$ cat src/common/sgp_pkg.sv
package sgp_pkg;

	// register byte addresses
	localparam logic [31:0] ADDR_BUSCTL_DIR = 32'h8007_FC60;
	localparam logic [31:0] ADDR_BUSCTL_ASSIGN = 32'h8007_FC64;
	localparam logic [31:0] ADDR_BUSCTL_VALUE = 32'h8007_FC68;
	localparam logic [31:0] ADDR_OUTPORT_ASSIGN = 32'h8007_FC84;
	localparam logic [31:0] ADDR_OUTPORT_VALUE = 32'h8007_FC88;
	localparam logic [31:0] ADDR_QUAD_DIR = 32'h8007_FC98;
	localparam logic [31:0] ADDR_QUAD_ASSIGN = 32'h8007_FC9C;
	localparam logic [31:0] ADDR_QUAD_VALUE = 32'h8007_FCA0;
	localparam logic [31:0] ADDR_MAP_LO = 32'h8007_FC60;
	localparam logic [31:0] ADDR_MAP_HI = 32'h8007_FCFF;

	// implemented bits per register, msb is pin 0 of the first port
	localparam logic [31:0] BUSCTL_DIR_MASK = 32'h1F00_0000;
	localparam logic [31:0] BUSCTL_ASSIGN_MASK = 32'h3F00_0000;
	localparam logic [31:0] BUSCTL_VALUE_MASK = 32'h1F00_0000;
	localparam logic [31:0] OUTPORT_MASK = 32'hFFFF_0000;
	localparam logic [31:0] QUAD_MASK = 32'hFFFF_FFFF;
	localparam logic [31:0] ZERO32 = 32'h0000_0000;

	// pin groups set at reset; QI_MASK, QJ_MASK, QK_LO_MASK, QKL_HI_MASK and OB_HI_MASK steered by reset configuration bits
	localparam logic [31:0] QI_MASK = 32'hFF00_0000;
	localparam logic [31:0] QJ0_MASK = 32'h0080_0000;
	localparam logic [31:0] QJ_MASK = 32'h007F_0000;
	localparam logic [31:0] QK_LO_MASK = 32'h0000_C000;
	localparam logic [31:0] QKL_HI_MASK = 32'h0000_3F3F;
	localparam logic [31:0] QL_LO_MASK = 32'h0000_00C0;
	localparam logic [31:0] OA_MASK = 32'hFF00_0000;
	localparam logic [31:0] OB_LO_MASK = 32'h00F0_0000;
	localparam logic [31:0] OB_HI_MASK = 32'h000F_0000;

	// reset configuration word bits, numbered from the msb
	localparam int CFG_MSB = 31;
	localparam int CFG_SEL_QJ = 14;
	localparam int CFG_SEL_QK_LO = 15;
	localparam int CFG_SEL_QKL_HI = 16;
	localparam int CFG_SEL_QI = 17;
	localparam int CFG_SEL_BUSCTL = 18;
	localparam int CFG_SEL_PRU = 25;
	localparam int CFG_SEL_OB_HI = 26;
	localparam logic CFG_PRU_DEFAULT = 1'b0;

	// apb
	localparam int PROT_PRIV = 0;
	localparam int BYTE_W = 8;
	localparam int STRB_W = 4;

	typedef enum logic [3:0]
	{
		ST_IDLE = 4'h1,
		ST_WAIT = 4'h2,
		ST_EXT = 4'h4,
		ST_DONE = 4'h8
	} sgp_state_t;

	typedef struct packed
	{
		logic [31:0] func_sel;
		logic [31:0] out;
		logic [31:0] oe;
	} sgp_pins_t;

	typedef struct packed
	{
		logic [31:0] addr;
		logic [31:0] wdata;
		logic [3:0] strb;
		logic write;
	} sgp_ext_t;

	function automatic logic cfg_on(input logic [31:0] cfg, input int n);
		return cfg[CFG_MSB - n];
	endfunction

endpackage

$ cat src/sgp_sync.sv
`timescale 1ns/1ps
module sgp_sync
	import sgp_pkg::*;
#(
	parameter int WIDTH = 32
)
(
	// clock and reset
	input wire logic clk,
	input wire logic resetn,
	// raw pins and filtered level
	input wire logic [WIDTH-1:0] pin_raw,
	output logic [WIDTH-1:0] pin_level
);
	logic [WIDTH-1:0] s1;
	logic [WIDTH-1:0] s2;
	logic [WIDTH-1:0] s3;
	wire [WIDTH-1:0] agree = ~(s2 ^ s3);
	wire [WIDTH-1:0] next_level = (s3 & agree) | (pin_level & ~agree);

	always_ff @(posedge clk)
	begin
		if (!resetn)
		begin
			s1 <= '0;
			s2 <= '0;
			s3 <= '0;
			pin_level <= '0;
		end
		else
		begin
			s1 <= pin_raw;
			s2 <= s1;
			s3 <= s2;
			pin_level <= next_level;
		end
	end
endmodule

$ cat src/sgp_ports.sv
// What this block does
// - bus interface pins become digital i/o when not used for bus role
// - i/o pins grouped in eight-bit ports, up to four ports sharing one set of registers
// - output-only ports have assign and data registers, no direction register
// - assign register picks primary function or i/o per pin
// - direction register sets each bidirectional pin input or output
// - data register drives output pins and reports input pins
// - pins not assigned to i/o ignore direction and data bits
// - replaceable port register accesses complete in three clocks
// - replacement mode blocks internal access and starts an external cycle
// - non-replaceable port register accesses complete in two clocks
// - config bit 25 selects replacement mode, default zero
// - bus-control port direction, assign, data at fc60, fc64, fc68
// - output pair assign at fc84, data at fc88
// - quad port direction fc98, assign fc9c, data fca0
// - data registers any privilege, direction and assign supervisor only
// - reset options latch from configuration word at reset release
// - data read gives pin level for inputs, latch otherwise
// - direction one is output, zero is input
// - inputs sampled synchronously through three stages, pin changes may lag four clocks
`timescale 1ns/1ps
module sgp_ports
	import sgp_pkg::*;
(
	// clock and reset
	input wire logic clk,
	input wire logic resetn,
	// reset configuration word
	input wire logic [31:0] cfg_word,
	// apb slave
	input wire logic [31:0] paddr,
	input wire logic psel,
	input wire logic penable,
	input wire logic pwrite,
	input wire logic [31:0] pwdata,
	input wire logic [3:0] pstrb,
	input wire logic [2:0] pprot,
	output logic [31:0] prdata,
	output logic pready,
	output logic pslverr,
	// external bus cycle in replacement mode
	output logic ext_req,
	output sgp_ext_t ext_cycle,
	input wire logic ext_ack,
	input wire logic [31:0] ext_rdata,
	// pins
	output sgp_pins_t busctl_pins,
	input wire logic [31:0] busctl_pin_in,
	output sgp_pins_t outport_pins,
	output sgp_pins_t quad_pins,
	input wire logic [31:0] quad_pin_in,
	// latched configuration
	output logic port_replacement_select
);
	sgp_state_t state;
	sgp_state_t next_state;
	logic cfg_done;
	logic ext_q;
	logic [31:0] busctl_port_direction;
	logic [31:0] busctl_port_assign;
	logic [31:0] busctl_port_value;
	logic [31:0] outport_pair_assign;
	logic [31:0] outport_pair_value;
	logic [31:0] quad_port_direction;
	logic [31:0] quad_port_assign;
	logic [31:0] quad_port_value;
	logic [31:0] busctl_sync;
	logic [31:0] quad_sync;

	function automatic logic [31:0] apply_strb(input logic [31:0] old, input logic [31:0] wdata,
		input logic [3:0] strb, input logic [31:0] valid);
		logic [31:0] m;
		m = ZERO32;
		for (int i = 0; i < STRB_W; i++)
			m[i*BYTE_W +: BYTE_W] = {BYTE_W{strb[i]}};
		return ((old & ~m) | (wdata & m)) & valid;
	endfunction

	function automatic logic [31:0] sel_mask(input logic on, input logic [31:0] mask);
		return on ? mask : ZERO32;
	endfunction

	// input pins pass the three-stage filter
	// synchronous input sampling
	sgp_sync #(.WIDTH(32)) busctl_in_sync
	(
		.clk(clk),
		.resetn(resetn),
		.pin_raw(busctl_pin_in),
		.pin_level(busctl_sync)
	);

	sgp_sync #(.WIDTH(32)) quad_in_sync
	(
		.clk(clk),
		.resetn(resetn),
		.pin_raw(quad_pin_in),
		.pin_level(quad_sync)
	);

	// address decode
	// per-register hits for the bus-control, output pair and quad ports
	wire hit_mdir = paddr == ADDR_BUSCTL_DIR;
	wire hit_massign = paddr == ADDR_BUSCTL_ASSIGN;
	wire hit_mvalue = paddr == ADDR_BUSCTL_VALUE;
	wire hit_oassign = paddr == ADDR_OUTPORT_ASSIGN;
	wire hit_ovalue = paddr == ADDR_OUTPORT_VALUE;
	wire hit_qdir = paddr == ADDR_QUAD_DIR;
	wire hit_qassign = paddr == ADDR_QUAD_ASSIGN;
	wire hit_qvalue = paddr == ADDR_QUAD_VALUE;
	wire hit_busctl = hit_mdir | hit_massign | hit_mvalue;
	wire hit_repl = hit_oassign | hit_ovalue | hit_qdir | hit_qassign | hit_qvalue;
	wire in_block = (paddr >= ADDR_MAP_LO) && (paddr <= ADDR_MAP_HI);
	wire hit_reserved = in_block & ~hit_busctl & ~hit_repl;
	wire super_only = hit_mdir | hit_massign | hit_oassign | hit_qdir | hit_qassign;
	wire user_bad = super_only & ~pprot[PROT_PRIV];
	// outside the block is a bus error, reserved holes are not
	wire bad = user_bad | ~in_block;
	// replaceable ports go external in replacement mode
	wire go_ext = port_replacement_select & hit_repl;

	// configuration latched at the first edge after release
	always_ff @(posedge clk)
	begin
		if (!resetn)
		begin
			cfg_done <= 1'b0;
			port_replacement_select <= CFG_PRU_DEFAULT;
		end
		else if (!cfg_done)
		begin
			cfg_done <= 1'b1;
			port_replacement_select <= cfg_on(cfg_word, CFG_SEL_PRU);
		end
	end

	wire [31:0] massign_dflt = sel_mask(cfg_on(cfg_word, CFG_SEL_BUSCTL), BUSCTL_ASSIGN_MASK);
	wire [31:0] oassign_dflt = OA_MASK | OB_LO_MASK | sel_mask(cfg_on(cfg_word, CFG_SEL_OB_HI), OB_HI_MASK);
	wire [31:0] qassign_dflt = QJ0_MASK | QL_LO_MASK
		| sel_mask(cfg_on(cfg_word, CFG_SEL_QI), QI_MASK)
		| sel_mask(cfg_on(cfg_word, CFG_SEL_QJ), QJ_MASK)
		| sel_mask(cfg_on(cfg_word, CFG_SEL_QK_LO), QK_LO_MASK)
		| sel_mask(cfg_on(cfg_word, CFG_SEL_QKL_HI), QKL_HI_MASK);

	// access sequencer
	always_comb
	begin
		next_state = state;
		unique case (state)
			ST_IDLE:
			begin
				if (psel && cfg_done)
				begin
					// others answer in the first access cycle
					if (go_ext)
						next_state = ST_EXT;
					else if (hit_repl)
						next_state = ST_WAIT;
					else
						next_state = ST_DONE;
				end
			end
			ST_WAIT: next_state = ST_DONE;
			ST_EXT:
			begin
				if (ext_ack)
					next_state = ST_DONE;
			end
			ST_DONE: next_state = ST_IDLE;
			default: next_state = ST_IDLE;
		endcase
	end

	wire st_done = state == ST_DONE;
	wire start = (state == ST_IDLE) && psel && cfg_done;
	assign pready = st_done;
	assign pslverr = st_done & ~ext_q & bad;
	assign ext_req = state == ST_EXT;
	// internal registers untouched on external cycles
	wire wr = st_done & psel & penable & pwrite & ~ext_q & ~bad;

	// pin level for discrete inputs, latch otherwise
	wire [31:0] m_in_mask = ~busctl_port_assign & ~busctl_port_direction & BUSCTL_VALUE_MASK;
	wire [31:0] q_in_mask = ~quad_port_assign & ~quad_port_direction & QUAD_MASK;
	wire [31:0] m_rd = (busctl_port_value & ~m_in_mask) | (busctl_sync & m_in_mask);
	wire [31:0] q_rd = (quad_port_value & ~q_in_mask) | (quad_sync & q_in_mask);
	// reserved and refused reads give zero
	wire [31:0] rd_value = (bad | pwrite) ? ZERO32
		: hit_mdir ? busctl_port_direction
		: hit_massign ? busctl_port_assign
		: hit_mvalue ? m_rd
		: hit_oassign ? outport_pair_assign
		: hit_ovalue ? outport_pair_value
		: hit_qdir ? quad_port_direction
		: hit_qassign ? quad_port_assign
		: hit_qvalue ? q_rd
		: ZERO32;
	wire load_rd = (state == ST_WAIT) || (start && !go_ext && !hit_repl);

	always_ff @(posedge clk)
	begin
		if (!resetn)
		begin
			state <= ST_IDLE;
			ext_q <= 1'b0;
			prdata <= ZERO32;
			ext_cycle <= '0;
		end
		else
		begin
			state <= next_state;
			if (start)
			begin
				ext_q <= go_ext;
				ext_cycle <= '{addr: paddr, wdata: pwdata, strb: pstrb, write: pwrite};
			end
			if (load_rd)
				prdata <= rd_value;
			else if (ext_req && ext_ack)
				prdata <= pwrite ? ZERO32 : ext_rdata;
		end
	end

	// register file; data latches cleared at reset so pins start defined
	always_ff @(posedge clk)
	begin
		if (!resetn)
		begin
			busctl_port_direction <= ZERO32;
			busctl_port_assign <= ZERO32;
			busctl_port_value <= ZERO32;
			outport_pair_assign <= ZERO32;
			outport_pair_value <= ZERO32;
			quad_port_direction <= ZERO32;
			quad_port_assign <= ZERO32;
			quad_port_value <= ZERO32;
		end
		else if (!cfg_done)
		begin
			busctl_port_assign <= massign_dflt;
			outport_pair_assign <= oassign_dflt;
			quad_port_assign <= qassign_dflt;
		end
		else if (wr)
		begin
			if (hit_mdir)
				busctl_port_direction <= apply_strb(busctl_port_direction, pwdata, pstrb, BUSCTL_DIR_MASK);
			if (hit_massign)
				busctl_port_assign <= apply_strb(busctl_port_assign, pwdata, pstrb, BUSCTL_ASSIGN_MASK);
			if (hit_mvalue)
				busctl_port_value <= apply_strb(busctl_port_value, pwdata, pstrb, BUSCTL_VALUE_MASK);
			// output pair has no direction register
			if (hit_oassign)
				outport_pair_assign <= apply_strb(outport_pair_assign, pwdata, pstrb, OUTPORT_MASK);
			if (hit_ovalue)
				outport_pair_value <= apply_strb(outport_pair_value, pwdata, pstrb, OUTPORT_MASK);
			// eight-bit ports packed four to a word
			if (hit_qdir)
				quad_port_direction <= apply_strb(quad_port_direction, pwdata, pstrb, QUAD_MASK);
			if (hit_qassign)
				quad_port_assign <= apply_strb(quad_port_assign, pwdata, pstrb, QUAD_MASK);
			if (hit_qvalue)
				quad_port_value <= apply_strb(quad_port_value, pwdata, pstrb, QUAD_MASK);
		end
	end

	// primary-function pins get no drive from here
	wire [31:0] next_m_oe = busctl_port_direction & ~busctl_port_assign & BUSCTL_DIR_MASK;
	wire [31:0] next_o_oe = ~outport_pair_assign & OUTPORT_MASK;
	wire [31:0] next_q_oe = quad_port_direction & ~quad_port_assign & QUAD_MASK;

	// registered pin drive costs the one clock of lag the pins may show
	always_ff @(posedge clk)
	begin
		if (!resetn)
		begin
			busctl_pins <= '0;
			outport_pins <= '0;
			quad_pins <= '0;
		end
		else
		begin
			busctl_pins <= '{func_sel: busctl_port_assign, out: busctl_port_value & next_m_oe, oe: next_m_oe};
			outport_pins <= '{func_sel: outport_pair_assign, out: outport_pair_value & next_o_oe, oe: next_o_oe};
			quad_pins <= '{func_sel: quad_port_assign, out: quad_port_value & next_q_oe, oe: next_q_oe};
		end
	end
endmodule

$ cat config.mk
export PLATFORM = sky130hd
export DESIGN_NAME = sgp_ports
export DESIGN_NICKNAME = d
export VERILOG_FILES = /design/src/common/sgp_pkg.sv /design/src/sgp_sync.sv /design/src/sgp_ports.sv
export SDC_FILE = /design/constraint.sdc
export NUM_CORES = 1
export LEC_CHECK = 0
export CORE_AREA = 4 4 233 235
export CTS_BUF_LIST = sky130_fd_sc_hd__clkbuf_4
export DETAILED_ROUTE_END_ITERATION = 7
export DIE_AREA = 0 0 237 239
export DONT_BUFFER_PORTS = 1
export HOLD_SLACK_MARGIN = 0.02
export SYNTH_ARGS = -nofsm -noshare
export SYNTH_HDL_FRONTEND = slang
export SYNTH_SLANG_ARGS = --single-unit
$ cat constraint.sdc
create_clock -name clk -period 8.1 [get_ports clk]
set_input_delay 1.215 -clock clk [delete_from_list [all_inputs] [get_ports clk]]
set_output_delay 1.215 -clock clk [all_outputs]
set_load 0.02 [all_outputs]
==> flow_summary.yaml, run 1 <==
placed_design:
  place_ws_ns: 3.04
  place_inst: 2828
  port_buffers: 0
  routabilityCongestion: 0.893
  dpl.hpwl_mm: 47.1
  placed_cell_area_mm2: 0.0214
detailed_routing:
  postRouteAntennaNets: 0
  drtPass1Iterations: 5
  wire_per_inst_um: 21.8
  drc: 0
  drt_wl_total_mm: 67.1
  vias_per_cell: 5.23
  vias: 16100
  drtIter0Drc: 1235
pwr:
  p_sw_mw: 1.42
  finalPower_mw: 5.62
  p_clk_frac: 0.434
  p_int_mw: 4.20
  vdd_drop_max_v: 0.0000989
  power_frac_seq: 0.525
  p_leak_nw: 9.14
  pwr_density_cell_mw_per_mm2: 242
  p_comb_frac: 0.041
  sw_frac_of_total: 0.252
grt:
  grt_overflow: 0
  track_usage: 0.225
  grt_antenna_before_repair: 17
  grt_pass1_wl_mm: 96.1
  grt_pass1_vias: 15200
  grt_max_degree: 502
setup_path:
  critPathMaxFanout: 12
  crit_type: "primary input to output pin"
  cp-startpoint: "paddr[23]"
  r2r-start: "cfg_done"
  cp_data_required_time_ns: 6.88
  worst_setup_path_end_kind: "output pin"
  worst-r2r-setup-slack_ns: 3.83
  critical_path_arrival_ns: 3.41
  startpoint_type: "primary input"
floorplanning:
  floorplan.initialDensity: 0.407
  die_w_um: 237
  core_area_mm2: 0.0522
  io_pins: 598
  dieArea_mm2: 0.0566
  chipHeight_um: 239
  rows: 84
clocking:
  cts_buffers: 150
  clock-root-buffer: "clkbuf_4"
  clock_path_buffers: 3
  cts_setup_buffers: 0
  worst_skew_pair.late_latency_ns: 0.96
  cts_resized: 0
  ctsHoldBuffers: 0
  htree_levels: 4
  clk_pin_slew_worst_paths_ns: 0.06
  numClockSinks: 560
  cts_tree: "yes"
yosys:
  synth_flop_cell: "dfxtp_1"
  yosys_warnings: 0
  seq_area_frac_synth: 0.527
  yosysUniqueCellTypes: 77
  synth-edff-count: 0
  ys_seq_elements: 560
  synthArstFlopShare: 0
  syn_avg_cell_area_um2: 9.50
  syn_inst: 2239
  syn_area_mm2: 0.0213
min_path:
  holdCritStartpoint: "resetn"
  min_path_type: "primary input to flip-flop"
timing:
  drv_slew: 0
  setup_violations: 0
  finalCritPeriodShare: 0.571
  max_clock_freq_ghz: 0.216
  worst_slack_ns: 3.47
  whs_ns: 0.379
  rsz0062_at_grt: "false"
  fin_worst_skew_ns: 0.0521
  worst_pin_slew_ns: 1.23
  hold_violations: 0
  max-slew-margin-rel: 0.178
  layout_min_cycle_time_ns: 4.63
  final.setup.tns_ns: 0
layout:
  drive_gt1_frac: 0.121
  areaGrowthSynthToFinish_pct: 9.13
  mostFrequentLayoutCells: "dfxtp_1, nand2_1, and2_1"
  fin_nets: 2497
  fin_util: 0.445
  mostFrequentLayoutCell: "dfxtp_1"
  final_area_mm2: 0.0232
  final_cell_count_no_fill: 3084
status:
  status: "completed"
job:
  drv_cap: 0
per-layer routing:
layer | track usage | vias to the layer above | share of wire
met5 | 0 | - | 0.0015
met4 | 0.0920 | 16 | 0.032
met3 | 0.0947 | 145 | 0.10
met2 | 0.345 | 753 | 0.45
met1 | 0.281 | 7618 | 0.42
li1 | - | 7604 | -
worst max-delay path, stage by stage:
cell and delay (ns):
nor4_1 0.59, and4_1 0.65, nand2_1 0.48, nor3_1 0.29
nor3b_1 0.17
Yosys cell counts, drive strengths merged (2+ instances only):
| master | number | share of area |
|---|---|---|
| a2111oi | 3 | 0.0021 |
| a211o | 4 | 0.0016 |
| a211oi | 2 | 0.00071 |
| a21boi | 117 | 0.041 |
| a21oi | 89 | 0.021 |
| a221o | 5 | 0.0024 |
| a221oi | 5 | 0.0021 |
| a222oi | 4 | 0.0019 |
| a22o | 19 | 0.0078 |
| a22oi | 3 | 0.0011 |
| a311o | 2 | 0.00094 |
| a31oi | 17 | 0.0050 |
| a32oi | 7 | 0.0029 |
| and2 | 223 | 0.066 |
| and3 | 7 | 0.0021 |
| buf | 148 | 0.050 |
| clkbuf | 97 | 0.017 |
| dfxtp | 560 | 0.53 |
| inv | 8 | 0.0014 |
| mux2 | 11 | 0.0058 |
| mux2i | 98 | 0.046 |
| nand2 | 323 | 0.057 |
| nand2b | 8 | 0.0024 |
| nand3 | 57 | 0.014 |
| nand3b | 2 | 0.00071 |
| nand4 | 9 | 0.0041 |
| nor2 | 109 | 0.020 |
| nor2b | 49 | 0.014 |
| nor3 | 21 | 0.0067 |
| nor4 | 7 | 0.0034 |
| nor4b | 9 | 0.0043 |
| o211a | 33 | 0.016 |
| o211ai | 3 | 0.0011 |
| o21ai | 121 | 0.028 |
| o221ai | 9 | 0.0037 |
| o22ai | 11 | 0.0032 |
| o2bb2ai | 3 | 0.0012 |
| o31ai | 4 | 0.0019 |
| or2 | 3 | 0.00088 |
| or3 | 4 | 0.0012 |
| or3b | 2 | 0.00082 |
| or4 | 3 | 0.0011 |
| or4b | 4 | 0.0019 |
final cells by class:
cell class                 instances  area, um2
timing repair buffer              19        143
sequential                       560      11200
fill                            5070      29000
tap                              688        861
inverter                           8       30.0
antenna                            6       15.0
clock inverter                    47        307
clock buffer                     203       1520
multi-input combinational       1553       9130
power groups by stage:
stage | Combinational (mW) | Clock [mW] | Sequential, mW
after floorplan | 0.262 | 0 | 2.99
after global routing | 0.252 | 2.67 | 2.96
after global placement | 0.220 | 0 | 3.01
after CTS | 0.226 | 2.52 | 2.95
final | 0.228 | 2.44 | 2.95
after detailed placement | 0.225 | 0 | 3.02
final timing paths:
check | to | depth (start not counted)
worst max-delay path | pslverr | 5
worst min-delay path | cfg_done | 0
worst max register to register | prdata[0] | 8
worst min register to register | quad_in_sync.s2[25] | 1
kinds of logic (layout without fill, tap and decap cells):
group / after synthesis / after routing / synth area share
DFF: 560 / 560 / 0.527
other: 1 / 134 / 0.000176
buffers and inverters: 253 / 277 / 0.0683
muxes: 109 / 109 / 0.0519
xor gates and xnor gates: 1 / 1 / 0.000412
and+or+nand+nor: 847 / 847 / 0.204
AOI/OAI and AO/OA: 468 / 468 / 0.149
No activity file was read; power rests on OpenSTA's default activity.
==> inputs of run 2 (changes only) <==
CORE_AREA = 4 4 232 234   (was 4 4 233 235)
DIE_AREA = 0 0 236 238   (was 0 0 237 239)
clock period = 4.1 ns   (was 8.1 ns; I/O delays follow)
==> run 2 against run 1 <==
Compared with the run above: largest cell class unchanged; setup slack worse by 3.1 ns; clock-buffer cell count rose by 20; non-clock buffer count increased by 370.
==> flow_summary.yaml, run 2 (same netlist as run 1, synthesis figures left out) <==
status:
  status: "completed"
pwr:
  p_leak_nw: 11.1
  vdd_drop_max_v: 0.000258
  pwr_density_cell_mw_per_mm2: 430
clocking:
  numClockSinks: 560
  htree_levels: 4
  clk_pin_slew_worst_paths_ns: 0.07
  cts_buffers: 149
  clock-root-buffer: "clkbuf_4"
  worst_skew_pair.late_latency_ns: 0.99
  cts_tree: "yes"
  clock_path_buffers: 3
detailed_routing:
  vias: 18000
  vias_per_cell: 5.18
  drc: 0
  postRouteAntennaNets: 0
  drtIter0Drc: 1389
  wire_per_inst_um: 21.2
  drt_wl_total_mm: 73.5
  drtPass1Iterations: 7
timing:
  max_clock_freq_ghz: 0.267
  max-slew-margin-rel: 0.133
  layout_min_cycle_time_ns: 3.74
  hold_violations: 0
  rsz0062_at_grt: "false"
  drv_slew: 0
  fin_worst_skew_ns: 0.0699
  worst_pin_slew_ns: 1.30
  worst_slack_ns: 0.361
  final.setup.tns_ns: 0
  finalCritPeriodShare: 0.912
  setup_violations: 0
grt:
  track_usage: 0.251
  grt_max_degree: 312
  grt_antenna_before_repair: 12
  grt_pass1_vias: 17900
  grt_overflow: 0
  grt_pass1_wl_mm: 109
placed_design:
  place_inst: 2853
  dpl.hpwl_mm: 47.9
  place_ws_ns: 0.687
  port_buffers: 0
  placed_cell_area_mm2: 0.0216
  routabilityCongestion: 0.932
floorplanning:
  die_w_um: 236
  dieArea_mm2: 0.0562
  rows: 84
  io_pins: 598
  core_area_mm2: 0.0520
  floorplan.initialDensity: 0.409
  chipHeight_um: 238
min_path:
  min_path_type: "primary input to flip-flop"
  holdCritStartpoint: "paddr[4]"
setup_path:
  worst_setup_path_end_kind: "flip-flop"
  crit_slowest_cell: "dlygate4sd3_1"
  cp-startpoint: "state[0]"
  crit_type: "flip-flop to flip-flop"
  cp_data_required_time_ns: 4.95
  crit_chain: "nor4b_2, buf_4, nor4b_1, nand3_2, nor2_2, buf_4, nand3_4, nand3_1, dlygate4sd3_1, o21ai_0, dlygate4sd3_1"
  startpoint_type: "flip-flop"
  r2r-start: "state[0]"
  crit_path_max_incr_delay_ns: 0.57
  critPathMaxFanout: 16
  critical_path_arrival_ns: 4.58
layout:
  mostFrequentLayoutCells: "dfxtp_1, dlygate4sd3_1, nand2_1"
  drive_gt1_frac: 0.121
  areaGrowthSynthToFinish_pct: 27.0
  final_cell_count_no_fill: 3470
  mostFrequentLayoutCell: "dfxtp_1"
  final_area_mm2: 0.0270
  fin_nets: 2866
job:
  drv_cap: 0
[run 2: changes by cell type in the layout (fill, tap and decap cells not counted), sizes merged]
cell	previous run	this run
inv	14	11
clkinv	35	32
bufinv	4	3
diode	6	9
clkbuf	203	223
buf	19	45
dlygate4sd3	0	344
[run 2: cell type report]
class                   instances  area, um2
multi-input cells            1553       9150
fillers                      4750      25000
inverters                       8       30.0
clock buffers                 223       1670
flip-flops and latches        560      11200
diodes                          9       22.5
clock inverters                40        265
repair buffers                389       3800
well taps                     688        861
[run 2: power breakdown]
part / total (mW) / switching [mW] / internal, mW
Clock: 5.00 / 2.32 / 2.68
Sequential: 5.84 / 0.233 / 5.61
Combinational: 0.765 / 0.425 / 0.340
[run 2: final timing paths]
kind | endpoint | slack, ns | depth (start not counted)
worst max-delay path | flip-flop | 0.36 | 11
worst min-delay path | flip-flop | 0.17 | 3
worst max register to register | flip-flop | 0.36 | 11
worst min register to register | busctl_in_sync.s2[26] | 0.40 | 1
[run 2: through the flow]
step,power [mW],hold WS [ns],util
detailed placement,6.41,0.418,0.415
finish,11.6,0.171,0.519
floorplan,6.42,0.412,-
global placement,6.39,0.417,0.415
global route,12.1,0.0999,0.519
CTS,11.7,0.0221,0.519
[run 2: per-layer routing]
metal  GRT usage  part of all wire  vias to the layer above
met5           0           0.00076                        -
met4      0.0934             0.030                       10
met3      0.0833             0.091                      156
met2       0.411              0.47                      818
met1       0.311              0.41                     8630
li1            -                 -                     8360
[run 2: worst max-delay path, delay by kind of cell (launching register included)]
family	cells	cell delay (ns)
simple gates	6	1.54
compound gates	1	0.08
flops	1	0.37
buf+inv	4	1.58
[run 2: what timing repair did]
| item | CTS | global route |
|---|---|---|
| buffers inserted | 0 | 0 |
| endpoints found under the setup margin | 0 | 7 |
| resized for setup | 0 | 2 |
| hold buffers | 345 | 0 |
| endpoints found under the hold margin | 557 | 0 |
